`src/scg_pkg.sv`:
```
// Constants, field layout and types of the sleep clock gating block.
// Assumes a 50 MHz APB clock and one shared asynchronous reset.
// Functional notes
// - Each gating bit enables one unit's clock
// - Access to gated-off unit raises bus fault
// - All gating bits reset to unclocked
// - Gating set follows run, sleep, deep-sleep state
// - Sleep sets apply only with auto gating
// - Bit 3 gates watchdog, resets zero
// - Bits 9:8 pick ADC rate, reset zero
// - Reserved bits read-only, read zero
package scg_pkg;

   // Clock rate of pclk
   localparam int CLK_HZ = 50_000_000;

   // Register byte addresses
   localparam logic [11:0] ADDR_SCG0 = 12'h110; // sleep_clock_gating_0
   localparam logic [11:0] ADDR_STAT = 12'h140; // Sticky event status, read-only
   localparam logic [11:0] ADDR_CLR  = 12'h144; // Status clear, write-only
   localparam logic [11:0] ADDR_IEN  = 12'h148; // Interrupt enable
   localparam logic [11:0] ADDR_EFF  = 12'h14C; // Effective gating and state

   // Field positions within sleep_clock_gating_0
   localparam int WDT_BIT  = 3;
   localparam int RATE_LSB = 8;
   localparam int RATE_MSB = 9;
   localparam int ADC_BIT  = 16;
   localparam int PWM_BIT  = 20;

   // Printed reset value and writable bits
   localparam logic [31:0] SCG0_RESET   = 32'h0000_0040;
   localparam logic [31:0] SCG0_RW_MASK = 32'h0011_0308;

   // Unit index order in the gate vectors
   localparam int N_UNITS = 3;
   localparam int U_WDT   = 0;
   localparam int U_PWM   = 1;
   localparam int U_ADC   = 2;
   localparam logic [2:0] UNITS_RESET = 3'h0;

   // ADC sample rate codes and rates
   localparam logic [1:0] RATE_125K = 2'h0;
   localparam logic [1:0] RATE_250K = 2'h1;
   localparam logic [1:0] RATE_500K = 2'h2;
   localparam int SPS_125K = 125_000;
   localparam int SPS_250K = 250_000;
   localparam int SPS_500K = 500_000;
   localparam int CNT_W = 9;
   localparam logic [CNT_W-1:0] CYC_125K = CNT_W'(CLK_HZ / SPS_125K);
   localparam logic [CNT_W-1:0] CYC_250K = CNT_W'(CLK_HZ / SPS_250K);
   localparam logic [CNT_W-1:0] CYC_500K = CNT_W'(CLK_HZ / SPS_500K);

   // Status layout: faults per unit, then state entries
   localparam int STAT_W     = 5;
   localparam int ST_SLEEP   = 3;
   localparam int ST_DEEP    = 4;
   localparam logic [STAT_W-1:0] STAT_RESET = 5'h00;

   // Power mode input encoding
   localparam logic [1:0] PWR_RUN   = 2'h0;
   localparam logic [1:0] PWR_SLEEP = 2'h1;
   localparam logic [1:0] PWR_DEEP  = 2'h2;

   // Registered power state
   typedef enum logic [2:0]
   {
      SCG_RUN   = 3'b001,
      SCG_SLEEP = 3'b010,
      SCG_DEEP  = 3'b100
   } scg_pstate_t;

endpackage

```
`src/scg_rate_div.sv`:
```
// ADC sample pacing divider: one-cycle enable at the chosen rate.
// Assumes the rate code is stable or changes only between ticks.
`timescale 1ns/100ps
module scg_rate_div
   import scg_pkg::*;
(
   input  wire logic       clk,    // System clock
   input  wire logic       rst_n,  // Async reset, active low
   input  wire logic       run,    // ADC unit clocked
   input  wire logic [1:0] rate,   // Rate code
   output logic            tick    // Sample enable pulse
);

   logic [CNT_W-1:0] cnt_r;   // Down counter
   logic [CNT_W-1:0] period;  // Cycles per sample

   // Rate code to period; code 3 falls back to slowest
   always_comb
   begin
      unique case (rate)
         RATE_250K: period = CYC_250K;
         RATE_500K: period = CYC_500K;
         default:   period = CYC_125K;
      endcase
   end

   // Counter restarts whenever the ADC clock is gated off
   always_ff @(posedge clk or negedge rst_n)
   begin
      if (!rst_n)
      begin
         cnt_r <= '0;
         tick  <= 1'b0;
      end
      else if (!run)
      begin
         cnt_r <= '0;
         tick  <= 1'b0;
      end
      else if (cnt_r == '0)
      begin
         cnt_r <= period - CNT_W'(1);
         tick  <= 1'b1;
      end
      else
      begin
         cnt_r <= cnt_r - CNT_W'(1);
         tick  <= 1'b0;
      end
   end

endmodule

```
`src/scg_ctrl.sv`:
```
// Sleep mode clock gating control with APB register access.
// Picks the unit clock enables from the power state and flags
// accesses to gated-off units. Run and deep-sleep gating sets and
// the auto gating bit come from neighbouring logic on pclk.
`timescale 1ns/100ps
module scg_ctrl
   import scg_pkg::*;
(
   input  wire logic         pclk,                    // APB clock, 50 MHz
   input  wire logic         presetn,                 // Async reset, active low
   input  wire logic         psel,                    // APB select
   input  wire logic         penable,                 // APB access phase
   input  wire logic         pwrite,                  // APB write
   input  wire logic [11:0]  paddr,                   // APB byte address
   input  wire logic [31:0]  pwdata,                  // APB write data
   output logic      [31:0]  prdata,                  // APB read data
   output logic              pready,                  // APB ready
   output logic              pslverr,                 // APB error
   input  wire logic [1:0]   power_mode,              // Core power state code
   input  wire logic [2:0]   run_clock_gating_0,      // Run gating per unit
   input  wire logic [2:0]   deep_sleep_clock_gating_0, // Deep gating per unit
   input  wire logic         auto_clock_gating_enable, // Auto gating bit
   input  wire logic [2:0]   periph_req,              // Unit access pulses
   output logic              watchdog_gate,           // Watchdog clock enable
   output logic              pwm_clk_en,              // PWM clock enable
   output logic              adc_clk_en,              // ADC clock enable
   output logic      [1:0]   adc_sample_rate_limit,   // ADC rate code
   output logic              adc_sample_tick,         // ADC sample enable
   output logic      [2:0]   periph_fault,            // Bus fault per unit
   output logic              irq                      // Level interrupt
);

   // Extract the unit gating bits of a gating register image
   function automatic logic [2:0] scg_units(input logic [31:0] r);
      scg_units = {r[ADC_BIT], r[PWM_BIT], r[WDT_BIT]};
   endfunction

   // Map the power mode code to a state
   function automatic scg_pstate_t scg_decode(input logic [1:0] m);
      unique case (m)
         PWR_SLEEP: scg_decode = SCG_SLEEP;
         PWR_DEEP:  scg_decode = SCG_DEEP;
         default:   scg_decode = SCG_RUN;   // Code 3 treated as run
      endcase
   endfunction

   logic [31:0]       scg0_r;       // sleep_clock_gating_0 storage
   logic [STAT_W-1:0] stat_r;       // Sticky event status
   logic [STAT_W-1:0] ien_r;        // Interrupt enable
   scg_pstate_t       pstate_r;     // Registered power state
   scg_pstate_t       pstate_nxt;   // Decoded power state
   logic [2:0]        gate_r;       // Effective unit enables
   logic [2:0]        gate_nxt;     // Enables for next cycle
   logic [2:0]        fault_r;      // Fault pulses
   logic [STAT_W-1:0] evt;          // Events this cycle
   logic [STAT_W-1:0] clr;          // Clear strobes this cycle
   logic [31:0]       rd_val;       // Read mux result
   logic              rd_hit;       // Address is readable
   logic              wr_hit;       // Address is writable
   logic              access;       // Access phase, not yet answered
   logic              done;         // Completing edge of a transfer
   logic              wr_done;      // Completing write
   logic              adc_tick;     // Divider pulse

   // One wait state: ready is raised one cycle into the access phase
   assign access  = psel & penable & ~pready;
   assign done    = psel & penable & pready;
   assign wr_done = done & pwrite & wr_hit & ~pslverr;

   // Address decode for reads and writes
   always_comb
   begin
      rd_val = 32'h0000_0000;
      rd_hit = 1'b1;
      wr_hit = 1'b1;
      unique case (paddr)
         ADDR_SCG0:
         begin
            // Reserved bits read zero
            rd_val = scg0_r & SCG0_RW_MASK;
         end
         ADDR_STAT:
         begin
            rd_val = {{(32-STAT_W){1'b0}}, stat_r};
            wr_hit = 1'b0;                                 // Read-only
         end
         ADDR_CLR:
         begin
            rd_hit = 1'b0;                                 // Write-only
         end
         ADDR_IEN:
         begin
            rd_val = {{(32-STAT_W){1'b0}}, ien_r};
         end
         ADDR_EFF:
         begin
            rd_val = {24'h00_0000, 2'b00, pstate_r, gate_r};
            wr_hit = 1'b0;                                 // Read-only
         end
         default:
         begin
            rd_hit = 1'b0;                                 // Unmapped
            wr_hit = 1'b0;
         end
      endcase
   end

   // APB answer: ready, read data and error all registered
   always_ff @(posedge pclk or negedge presetn)
   begin
      if (!presetn)
      begin
         pready  <= 1'b0;
         pslverr <= 1'b0;
         prdata  <= 32'h0000_0000;
      end
      else if (access)
      begin
         pready  <= 1'b1;
         pslverr <= pwrite ? ~wr_hit : ~rd_hit;
         prdata  <= (!pwrite && rd_hit) ? rd_val : 32'h0000_0000;
      end
      else
      begin
         pready  <= 1'b0;
         pslverr <= 1'b0;
         prdata  <= 32'h0000_0000;
      end
   end

   // Sleep gating register: writes store only the defined fields
   always_ff @(posedge pclk or negedge presetn)
   begin
      if (!presetn)
      begin
         // Writable fields come up unclocked and slowest rate
         scg0_r <= SCG0_RESET;
      end
      else if (wr_done && paddr == ADDR_SCG0)
      begin
         // Reserved bits ignore writes
         scg0_r <= pwdata & SCG0_RW_MASK;
      end
   end

   // Interrupt enable register
   always_ff @(posedge pclk or negedge presetn)
   begin
      if (!presetn)
      begin
         ien_r <= STAT_RESET;
      end
      else if (wr_done && paddr == ADDR_IEN)
      begin
         ien_r <= pwdata[STAT_W-1:0];
      end
   end

   // Power state tracking; mode comes from pclk logic, no sync needed
   assign pstate_nxt = scg_decode(power_mode);

   always_ff @(posedge pclk or negedge presetn)
   begin
      if (!presetn)
      begin
         pstate_r <= SCG_RUN;
      end
      else
      begin
         pstate_r <= pstate_nxt;
      end
   end

   // Gating set selection by power state and auto gating
   always_comb
   begin
      gate_nxt = run_clock_gating_0;
      unique case (pstate_nxt)
         SCG_RUN:
         begin
            gate_nxt = run_clock_gating_0;
         end
         SCG_SLEEP:
         begin
            // Without auto gating sleep keeps the run set
            gate_nxt = auto_clock_gating_enable ?
                       scg_units(scg0_r) : run_clock_gating_0;
         end
         SCG_DEEP:
         begin
            gate_nxt = auto_clock_gating_enable ?
                       deep_sleep_clock_gating_0 : run_clock_gating_0;
         end
      endcase
   end

   // Effective enables registered so outputs are glitch free
   always_ff @(posedge pclk or negedge presetn)
   begin
      if (!presetn)
      begin
         gate_r <= UNITS_RESET;
      end
      else
      begin
         gate_r <= gate_nxt;
      end
   end

   // Clock enable outputs, one per unit
   assign watchdog_gate = gate_r[U_WDT];
   assign pwm_clk_en    = gate_r[U_PWM];
   assign adc_clk_en    = gate_r[U_ADC];

   // ADC rate code straight from the stored field
   assign adc_sample_rate_limit = scg0_r[RATE_MSB:RATE_LSB];

   // Access to a unit whose clock is off answers with a bus fault
   always_ff @(posedge pclk or negedge presetn)
   begin
      if (!presetn)
      begin
         fault_r <= 3'h0;
      end
      else
      begin
         fault_r <= periph_req & ~gate_r;
      end
   end

   assign periph_fault = fault_r;

   // Events: faults per unit and entry into sleep states
   always_comb
   begin
      evt = STAT_RESET;
      evt[N_UNITS-1:0] = periph_req & ~gate_r;
      evt[ST_SLEEP] = (pstate_nxt == SCG_SLEEP) && (pstate_r != SCG_SLEEP);
      evt[ST_DEEP]  = (pstate_nxt == SCG_DEEP) && (pstate_r != SCG_DEEP);
   end

   // Write-one-to-clear strobes
   assign clr = (wr_done && paddr == ADDR_CLR) ? pwdata[STAT_W-1:0] : STAT_RESET;

   // Sticky status bits; a new event beats a clear in the same cycle
   genvar gi;
   generate
      for (gi = 0; gi < STAT_W; gi++)
      begin : g_stat
         always_ff @(posedge pclk or negedge presetn)
         begin
            if (!presetn)
            begin
               stat_r[gi] <= 1'b0;
            end
            else if (evt[gi])
            begin
               stat_r[gi] <= 1'b1;
            end
            else if (clr[gi])
            begin
               stat_r[gi] <= 1'b0;
            end
         end
      end
   endgenerate

   // Interrupt level from enabled status
   always_ff @(posedge pclk or negedge presetn)
   begin
      if (!presetn)
      begin
         irq <= 1'b0;
      end
      else
      begin
         irq <= |((stat_r | evt) & ien_r & ~(clr & ~evt));
      end
   end

   // Sample pacing runs only while the ADC is clocked
   scg_rate_div u_div
   (
      .clk   (pclk),
      .rst_n (presetn),
      .run   (gate_r[U_ADC]),
      .rate  (scg0_r[RATE_MSB:RATE_LSB]),
      .tick  (adc_tick)
   );

   assign adc_sample_tick = adc_tick;

endmodule

```
`config.mk`:
```
export PLATFORM = sky130hd
export DESIGN_NAME = scg_ctrl
export DESIGN_NICKNAME = d
export VERILOG_FILES = /design/src/scg_pkg.sv /design/src/scg_rate_div.sv /design/src/scg_ctrl.sv
export SDC_FILE = /design/constraint.sdc
export NUM_CORES = 1
export LEC_CHECK = 0
export BUFFER_PORTS_ARGS = -buffer_cell sky130_fd_sc_hd__buf_2
export CAP_MARGIN = 10
export CELL_PAD_IN_SITES_DETAIL_PLACEMENT = 0
export CELL_PAD_IN_SITES_GLOBAL_PLACEMENT = 1
export CORE_ASPECT_RATIO = 0.8
export CORE_MARGIN = 1
export CORE_UTILIZATION = 25
export DETAILED_ROUTE_END_ITERATION = 10
export MAX_ROUTING_LAYER = met4
export PLACE_DENSITY = 0.61
export SLEW_MARGIN = 20
export SYNTH_ARGS = -nofsm -noshare
export SYNTH_HDL_FRONTEND = slang
export SYNTH_HIERARCHICAL = 1
export SYNTH_SLANG_ARGS = --single-unit
```
`constraint.sdc`:
```
create_clock -name pclk -period 2.2 [get_ports pclk]
set_clock_uncertainty 0.2 [all_clocks]
set_input_delay 0.66 -clock pclk [delete_from_list [all_inputs] [get_ports pclk]]
set_output_delay 0.66 -clock pclk [all_outputs]
set_load 0.005 [all_outputs]
```
After elaboration in Yosys (flattened, before gate mapping)

Index checks and enable logic that the tools add are counted.
W data, S select, Z words.

Flip-flop bits (word level): 70
Input port bits: 61
Output and inout port bits: 44
Word-level logic and storage cells: 94

$add $sub $neg: 2
Equal/unequal tests: 14
Mux-type cells: 28
Bitwise logic cells: 18
Reductions and logical operators: 16

Operators by type and width:

| operator              | number |
|---|---|
| $pmux W21 S4          | 1 |
| $mux W32              | 2 |
| $eq A12 B9 Y1 const B | 5 |
| $mux W9               | 2 |
| $pmux W9 S2           | 1 |
| $sub A9 B1 Y9 const B | 2 |
| $mux W1               | 17 |
| $and A5 B5 Y5         | 3 |
| $not A5 Y5            | 2 |
| $reduce_bool A2 Y1    | 5 |
| $logic_not A9 Y1      | 1 |
| $pmux W3 S3           | 1 |
| $and A1 B1 Y1         | 6 |
| $logic_and A1 B1 Y1   | 6 |
| $mux W3               | 2 |
| $pmux W3 S2           | 1 |
| $mux W5               | 1 |
| $or A5 B5 Y5          | 1 |
| $reduce_or A5 Y1      | 1 |
| $eq A2 B1 Y1 const B  | 2 |
| $eq A2 B2 Y1 const B  | 2 |
| $not A1 Y1            | 4 |
| $reduce_or A4 Y1      | 1 |
| $and A3 B3 Y3         | 1 |
| 8 further kinds       | 8 |

Depth between registers and ports, before layout

Gate-level depths: netlist (run 1).

Depth in word-level cells: 11
Gate-level depth with buffers: 6
Mapped depth without buffers: 6

Hierarchy

Netlist (run 1), hierarchy kept.

Modules (own cells, without submodules):

| module       | times used | cells each | area each (um^2) | seq. area each (um^2) |
|---|---|---|---|---|
| scg_ctrl     | 1          | 169        | 1850.5           | 927.1 |
| scg_rate_div | 1          | 72         | 695.7            | 250.2 |

Least setup slack after synthesis (run 1)

No wires, ideal clock.

Kind: input port to flip-flop
From: input paddr[1]
To: register irq
Library setup time: 126 ps
Arrival time: 1864 ps
Data required time: 1874 ps
Setup slack: 10 ps
Stages: 6
Path buffers: 1
Path through: nor4_2 and4b_1 buf_6 a31oi_1 a211o_1 a221o_1

Longest elaborated chain between the ends: 11
Elaborated cells between the ends (all ways): 13
Classes of those cells: eq/ne: 3; mux: 2; bitwise: 5; reduce/logical: 3

RTL lines:

| item                                    | line                            | RTL |
|---|---|---|
| from (decl)                             | scg_ctrl.sv:14                  | `input wire logic [11:0] paddr,` |
| $eq A12 B9 Y1, on equally long branches | scg_ctrl.sv:76, scg_ctrl.sv:243 |  |
| $reduce_or A3 Y1 (no source line)       | -                               |  |
| $mux W1                                 | scg_ctrl.sv:76                  | `unique case (paddr)` |
| $and A1 B1 Y1 (2 in series)             | scg_ctrl.sv:68                  | `assign wr_done = done & pwrite & wr_hit & ~pslverr;` |
| $logic_and A1 B1 Y1 (*)                 | scg_ctrl.sv:243                 | `assign clr = (wr_done && paddr == ADDR_CLR) ? pwdata[STAT_W-1:0] : STAT_RESET;` |
| $mux W5 (*)                             | scg_ctrl.sv:243                 |  |
| $and A5 B5 Y5 (*)                       | scg_ctrl.sv:277                 | `irq <= \|((stat_r \| evt) & ien_r & ~(clr & ~evt));` |
| $not A5 Y5 (*)                          | scg_ctrl.sv:277                 |  |
| $and A5 B5 Y5 (*)                       | scg_ctrl.sv:277                 |  |
| $reduce_or A5 Y1 (*)                    | scg_ctrl.sv:277                 |  |
| to (signal assigned)                    | scg_ctrl.sv:277                 |  |
| to (decl)                               | scg_ctrl.sv:30                  | `output logic irq` |

Every way passes the cells marked *; elsewhere a longest branch is shown, timed or not.
A chain may end at the register's enable or synchronous reset.

Worst setup path in the final report (run 1)

From: input paddr[11]
To: register irq

Same word-level chain as after synthesis.

==> qor.txt, run 1 <==
area of the core: 9770 µm²
Num Clock Sinks: 47
Hold WS: 0.109 ns
# fillers: 1030
input/output buffers: 59
Final GP Congestion: 0.774
post-synthesis sequential area ratio: 46.2%
CTS H-tree depth: 2
placed instance count: 442
VDD IR max: 0.354 mV
most used routing layer: met1
Setup violations, final: 0
Num CTS Buffers: 5
Routed WL per cell: 13.6 µm
status: finished, final reports clean
Worst EP required: 2.17 ns
synthesis-stage register bit count: 47
ys async rst share: 100%
Fmax: 472 MHz
DRC violations left: 0
DP Wirelength: 4800 µm
die area: 10600 µm²
vias in the first global route: 1859
Power, Total: 2510 µW
Netlist cell types: 53
met1 Use GR: 18.7%
Layout area overhead: 27.1%
final design instance area without fill: 3240 µm²
area fraction in compound gates after synthesis: 13.7%
R2R setup slack: 0.19 ns
Vias: 1989
met2 track demand over resource: 16.3%
Hold WC Path Type: in2async
fin cells: 451
total grt overflow: 0
Post-Synthesis Cells: 241
Post-synth top flop: dfrtp_1
warnings from Yosys: 6
TritonRoute pass-1 iters: 4
IO Pins: 105
Final #Nets: 383
Initial Utilization: 26.1%
clk buf depth: 2
largest net degree at the start of global routing: 32
ant diodes: 0
global-route wire length before repair: 9690 µm
final max-slew violation count: 0
Lkg Pwr: 0.00160 µW
Die X: 115 µm
CP Capture Type: flip-flop
Pwr Density: 775 nW/µm²
Post-Synth Adder-Cell Area: 3.93%
dpl ws: -0.300 ns
period utilisation layout: 96.4%
RSZ-0062 raised after global routing: true
CTS clk-pin slew, worst paths: 0.07 ns
DR vias/cell: 4.41
Mapped Avg Cell Area: 10.6 µm²
share of synthesized area spent on multiplexers: 6.39%
R2R depth: 6
Worst R2R End: u_div/cnt_r[7]
Hold Buf Count CTS: 0
Crit Path Class: in2reg
GR Layer Usage met3: 2.45%
crit path time final: 2.12 ns
initial antenna violation count: 0
RR Startpoint: scg0_r[8]
final hold violations: 0
root buf cell: clkbuf_16
Crit Path Max Fanout: 7
placed instance area: 3000 µm²
Post-Synth Simple-Gate Area: 17.2%
Row Count: 32
element type at the critical path start: input port
Iter 0 DRT Violations: 75
GRT Util Overall: 12.3%
largest family of logic cells by synthesized area: simple AND/OR/NAND/NOR gates
WL final: 6160 µm
CP arrival: 2.09 ns
EDFF count, synth: 0
layout cells sized above 1: 33.3%
XOR/XNOR share of the synthesized area: 2.06%
synthesized cell area: 2550 µm²
worst skew pair latency: 0.28 ns
CTS tree: done
Max Cap Violations: 0
Final WS setup: 0.0793 ns
Antenna Violating Nets Remaining: 0
Die Ht: 92.3 µm
## cell usage after synthesis (2+ instances only)
master	count	area [µm²]
a41oi_1	2	17.5
nor3b_1	2	15.0
ha_1	8	100
nor2_1	22	82.6
buf_6	2	22.5
o21ai_0	8	40.0
nand2b_1	4	25.0
nand2_1	10	37.5
buf_4	24	180
nor4_1	4	25.0
dfrtp_1	46	1150
o31ai_1	3	22.5
and4_1	3	26.3
mux2_2	10	113
a31oi_1	5	31.3
and3_1	5	31.3
nand4b_1	2	17.5
inv_1	11	41.3
o2111ai_1	3	26.3
xor2_1	2	17.5
nand3_1	2	10.0
a22oi_1	4	30.0
a21o_1	3	22.5
or4_4	2	22.5
nor3_1	4	20.0
a21oi_1	7	35.0
mux2i_1	5	50.1
nor4_2	2	25.0
nor2b_1	6	37.5
xnor2_1	4	35.0
clkbuf_1	4	15.0
## power by group
| part | internal, µW | switching, µW |
|---|---|---|
| Combinational | 290 | 335 |
| Sequential | 928 | 96.3 |
| Clock | 536 | 323 |
| Total | 1750 | 755 |
## worst max-delay path, stage by stage
cell and delay [ns]:
buf_2 0.11, nor4b_4 0.24, and4b_2 0.30, buf_6 0.15
a31oi_4 0.09, a211o_1 0.27, a221o_1 0.27
## placed cells by master, fill, tap and decap left out, types with 4 or more instances in the layout
cell / count
a21oi_1: 7
a22oi_1: 4
and3_1: 5
buf_2: 56
buf_4: 14
buf_6: 4
clkbuf_16: 5
conb_1: 22
dfrtp_1: 46
ha_1: 8
inv_1: 11
mux2_2: 10
mux2i_1: 5
nand2_1: 10
nand2b_1: 4
nor2_1: 22
nor2b_1: 6
nor3_1: 4
nor4_1: 4
o21ai_0: 8
xnor2_1: 4
## metal layers
| layer | up-vias | routed length (µm) |
|---|---|---|
| met3 | 2 | 312 |
| met5 | - | 0 |
| met2 | 68 | 2560 |
| li1 | 968 | - |
| met1 | 951 | 3250 |
| met4 | 0 | 40 |
## registers in the layout, indices dropped and copies added, names as in the netlist
| register | flops |
|---|---|
| pslverr | 1 |
| ien_r | 5 |
| pready | 1 |
| scg0_r | 5 |
| u_div/cnt_r | 9 |
| periph_fault | 3 |
| irq | 1 |
| u_div/tick | 1 |
| stat_r | 5 |
| prdata | 10 |
| pstate_r | 3 |
| gate_r | 3 |
## layout make-up
| cell class | count | area (µm²) | area share, % |
|---|---|---|---|
| Multi-Input combinational cell | 173 | 1220 | 37.8 |
| Sequential cell | 47 | 1180 | 36.4 |
| Timing Repair Buffer | 75 | 450 | 13.9 |
| Tap cell | 136 | 170 | 5.26 |
| Clock buffer | 5 | 125 | 3.87 |
| Inverter | 12 | 45.0 | 1.39 |
| Clock inverter | 3 | 43.8 | 1.35 |
## logic make-up (layout without fill, tap and decap cells)
family,Yosys count,after routing
AOI/OAI and AO/OA,47,47
and+or+nand+nor,75,75
muxes,15,15
DFF,47,47
xor gates and xnor gates,6,6
buffers and inverters,42,95
other,1,22
adders and majority gates,8,8
## worst max path at each step
stage,start,endpoint,slack (ns),depth (start not counted)
global route,paddr[7],irq,-0.04,7
detailed placement,paddr[1],irq,-0.30,7
global placement,paddr[1],irq,-0.29,7
finish,paddr[11],irq,0.08,7
floorplan,paddr[1],irq,0.01,6
CTS,paddr[1],irq,0.00007,7
## per-stage QoR
stage,util (%),TNS (ns)
3_3_place_gp,30.7,-1.51
3_5_place_dp,30.7,-1.53
2_1_floorplan,-,0
5_1_grt,33.1,-0.0354
4_1_cts,32.4,0
6_report,33.1,0
## what timing repair did
| action | in CTS | in global routing |
|---|---|---|
| endpoints found under the setup margin | 1 | 3 |
| pin swaps | 1 | 5 |
| setup buffers | 0 | 1 |
| gates resized for setup | 0 | 10 |
Power figures use the tool's default switching activity.
==> run 2: changes to the inputs <==
- ABC_AREA: unset -> 1
- PLACE_DENSITY: 0.61 -> 0.62
==> run 2 against run 1 <==
  * Combinational power grew 42%
  * Sequential power is essentially flat
  * Via count grew 16%
  * Largest power group unchanged
==> qor.txt, run 2 <==
root buf cell: clkbuf_16
Netlist cell types: 33 (-38%)
global-route wire length before repair: 11100 µm (+14%)
Max Cap Violations: 0 (unchanged)
end of the critical path: irq
TritonRoute pass-1 iters: 4 (unchanged)
GRT Util Overall: 12.5% (+0.18 points)
post-synth top area share: 40.6% (-4.6 points)
metal2 WL: 2740 µm (+7.2%)
# Post-CTS Setup Buffers: 0 (unchanged)
Synth area leader: dfrtp_1
Sequential Area: 1180 µm² (unchanged)
post-synthesis sequential area ratio: 41.5% (-4.7 points)
ant diodes: 0 (unchanged)
R2R setup slack: 0.40 ns (+0.21 ns)
ys async rst share: 100% (unchanged)
CP arrival: 1.94 ns (-0.15 ns)
Largest regs: prdata (10), u_div/cnt_r (9)
number of flip-flops in the largest register: 10 (unchanged)
Setup violations, final: 0 (unchanged)
DR WL met3: 271 µm (-13%)
clk buf depth: 2 (unchanged)
Crit Path Max Fanout: 7 (unchanged)
final hold violations: 0 (unchanged)
Mapped Avg Cell Area: 7.95 µm² (-25%)
Switch Pwr: 981 µW (+30%)
Vias: 2308 (+16%)
Die Ht: 97.3 µm (+5.4%)
area of the multi-input gates: 1250 µm² (+2.5%)
most frequent cells in the layout: inv_1, nand2_1, buf_2
worst skew pair latency: 0.29 ns (about the same)
Post-synth top cells: inv_1, nand2_1, dfrtp_1
Iter 0 DRT Violations: 80 (+6.7%)
VDD IR max: 0.278 mV (-21%)
synthesized cell area: 2840 µm² (+11%)
WL final: 6550 µm (+6.4%)
CP Capture Type: flip-flop
Num CTS Buffers: 5 (unchanged)
synthesis-stage register bit count: 47 (unchanged)
DRC violations left: 0 (unchanged)
Hold WC Path Type: in2async
Layout area overhead: 21.8%
Worst R2R End: u_div/cnt_r[8]
DP Wirelength: 5170 µm (+7.8%)
Final #Nets: 497 (+30%)
commonest non-fill, non-tap cell in the layout: inv_1
period utilisation layout: 89.0% (-7.4 points)
largest net degree at the start of global routing: 30 (-6.3%)
Row Count: 34 (+6.3%)
final max-slew violation count: 0 (unchanged)
vias in the first global route: 2265 (+22%)
Post-Synthesis Cells: 357 (+48%)
initial antenna violation count: 0 (unchanged)
switching share of power: 35.4% (+5.3 points)
area of the core: 11000 µm² (+12%)
Initial Utilization: 25.8% (-0.22 points)
Num Clock Sinks: 47 (unchanged)
Final GP Congestion: 0.800 (+3.3%)
Seq pwr share: 36.0% (-4.8 points)
Biggest register: prdata
# fillers: 1182 (+15%)
uppermost layer routed: met4
Crit Path Class: in2reg
Antenna Violating Nets Remaining: 0 (unchanged)
Hold WS: 0.116 ns (+0.00667 ns)
CTS tree: done
Fmax: 511 MHz (+8.3%)
Synth area leaders: dfrtp_1, inv_1, nand2_1
Worst EP required: 2.18 ns (about the same)
total grt overflow: 0 (unchanged)
Comb pwr share: 32.2% (+7.3 points)
top-count cell post-synth: inv_1
R2R depth: 9 (+3)
DR vias/cell: 4.03 (-8.7%)
input/output buffers: 59 (unchanged)
Lkg Pwr: 0.00190 µW (+19%)
Routed WL per cell: 11.4 µm (-16%)
layout cells sized above 1: 28.0% (-5.4 points)
Hold Buf Count CTS: 0 (unchanged)
Routed met1 length: 3480 µm (+7.1%)
element type at the critical path start: input port
Final Util: 31.5% (-1.7 points)
crit path time final: 1.96 ns (-0.163 ns)
Post-synth top flop: dfrtp_1
Die X: 121 µm (+5.5%)
Pwr Density: 802 nW/µm² (+3.5%)
CTS H-tree depth: 2 (unchanged)
Power Internal: 1790 µW (+2.1%)
RSZ-0062 raised after global routing: false
clock share of power: 31.8% (-2.5 points)
die area: 11800 µm² (+11%)
warnings from Yosys: 6 (unchanged)
IO Pins: 105 (unchanged)
Crit. Startpoint: paddr[5]
status: finished, final reports clean
EDFF count, synth: 0 (unchanged)
RR Startpoint: scg0_r[8]
CTS clk-pin slew, worst paths: 0.07 ns (about the same)
cts repair resizes: 0 (unchanged)
[run 2: cell count changes after synthesis, sizes merged, moves of 7 or more]
cell / change
inv: +61
mux2: -10
nand2: +64
nand3: +26
nand4: +17
nor2: +25
o21ai: +7
[run 2: layout make-up]
type / instances / area share [%]
well taps: 144 / 5.22
multi-input cells: 230 / 36.3
repair buffers: 70 / 11.3
clock buffers: 5 / 3.62
inverters: 74 / 8.08
flip-flops and latches: 47 / 34.1
clock inverters: 3 / 1.38
[run 2: kinds of logic after synthesis]
family,count (synthesis),synth area share [%]
adder cells (fa/ha/maj),8,3.53
buffers and inverters,101,17.0
flip-flops,47,41.5
AND/OR/NAND/NOR,171,32.3
AO/OA/AOI/OAI,29,5.51
other,1,0.132
[run 2: worst max-delay path, cell delays in order]
cell and delay, ns:
buf_2 0.09, nor2_1 0.13, nand2_1 0.10, nor2_4 0.16, buf_4 0.18, nand3_1 0.07, o21ai_0 0.20, nand2_1 0.10
nand2_1 0.06, nand2_1 0.07, inv_1 0.06, nand2_1 0.05
[run 2: routing by layer]
metal | vias up | track usage (%)
met5 | - | -
met4 | 0 | 2.85
met3 | 6 | 2.58
met2 | 56 | 18.0
met1 | 1049 | 17.8
li1 | 1197 | -
[run 2: worst min path at each step]
stage	start	endpoint	slack, ns	cells after the start
2_1_floorplan	presetn	gate_r[0]	0.16	0
3_3_place_gp	gate_r[0]	periph_fault[0]	0.28	1
3_5_place_dp	gate_r[0]	periph_fault[0]	0.28	1
4_1_cts	presetn	u_div/cnt_r[2]	0.13	1
5_1_grt	presetn	u_div/cnt_r[2]	0.14	1
6_report	presetn	u_div/cnt_r[2]	0.12	1
[run 2: metrics by stage]
stage	setup slack [ns]	total power [µW]	std cells	TNS (ns)	instance area, µm²
after global placement	-0.0412	1910	565	-0.0878	3280
after floorplan	0.315	1720	378	0	2920
after detailed placement	-0.0672	1910	565	-0.376	3280
after global routing	0.0958	2960	573	0	3450
final	0.242	2770	573	0	3450
after CTS	0.232	2800	573	0	3450
[run 2: power groups by stage]
stage               Sequential (µW)  Combinational (µW)  Clock [µW]
floorplan                      1010                 719           0
global placement               1020                 890           0
detailed placement             1020                 894           0
CTS                            1000                 899         905
global route                   1010                1010         944
finish                          999                 892         880
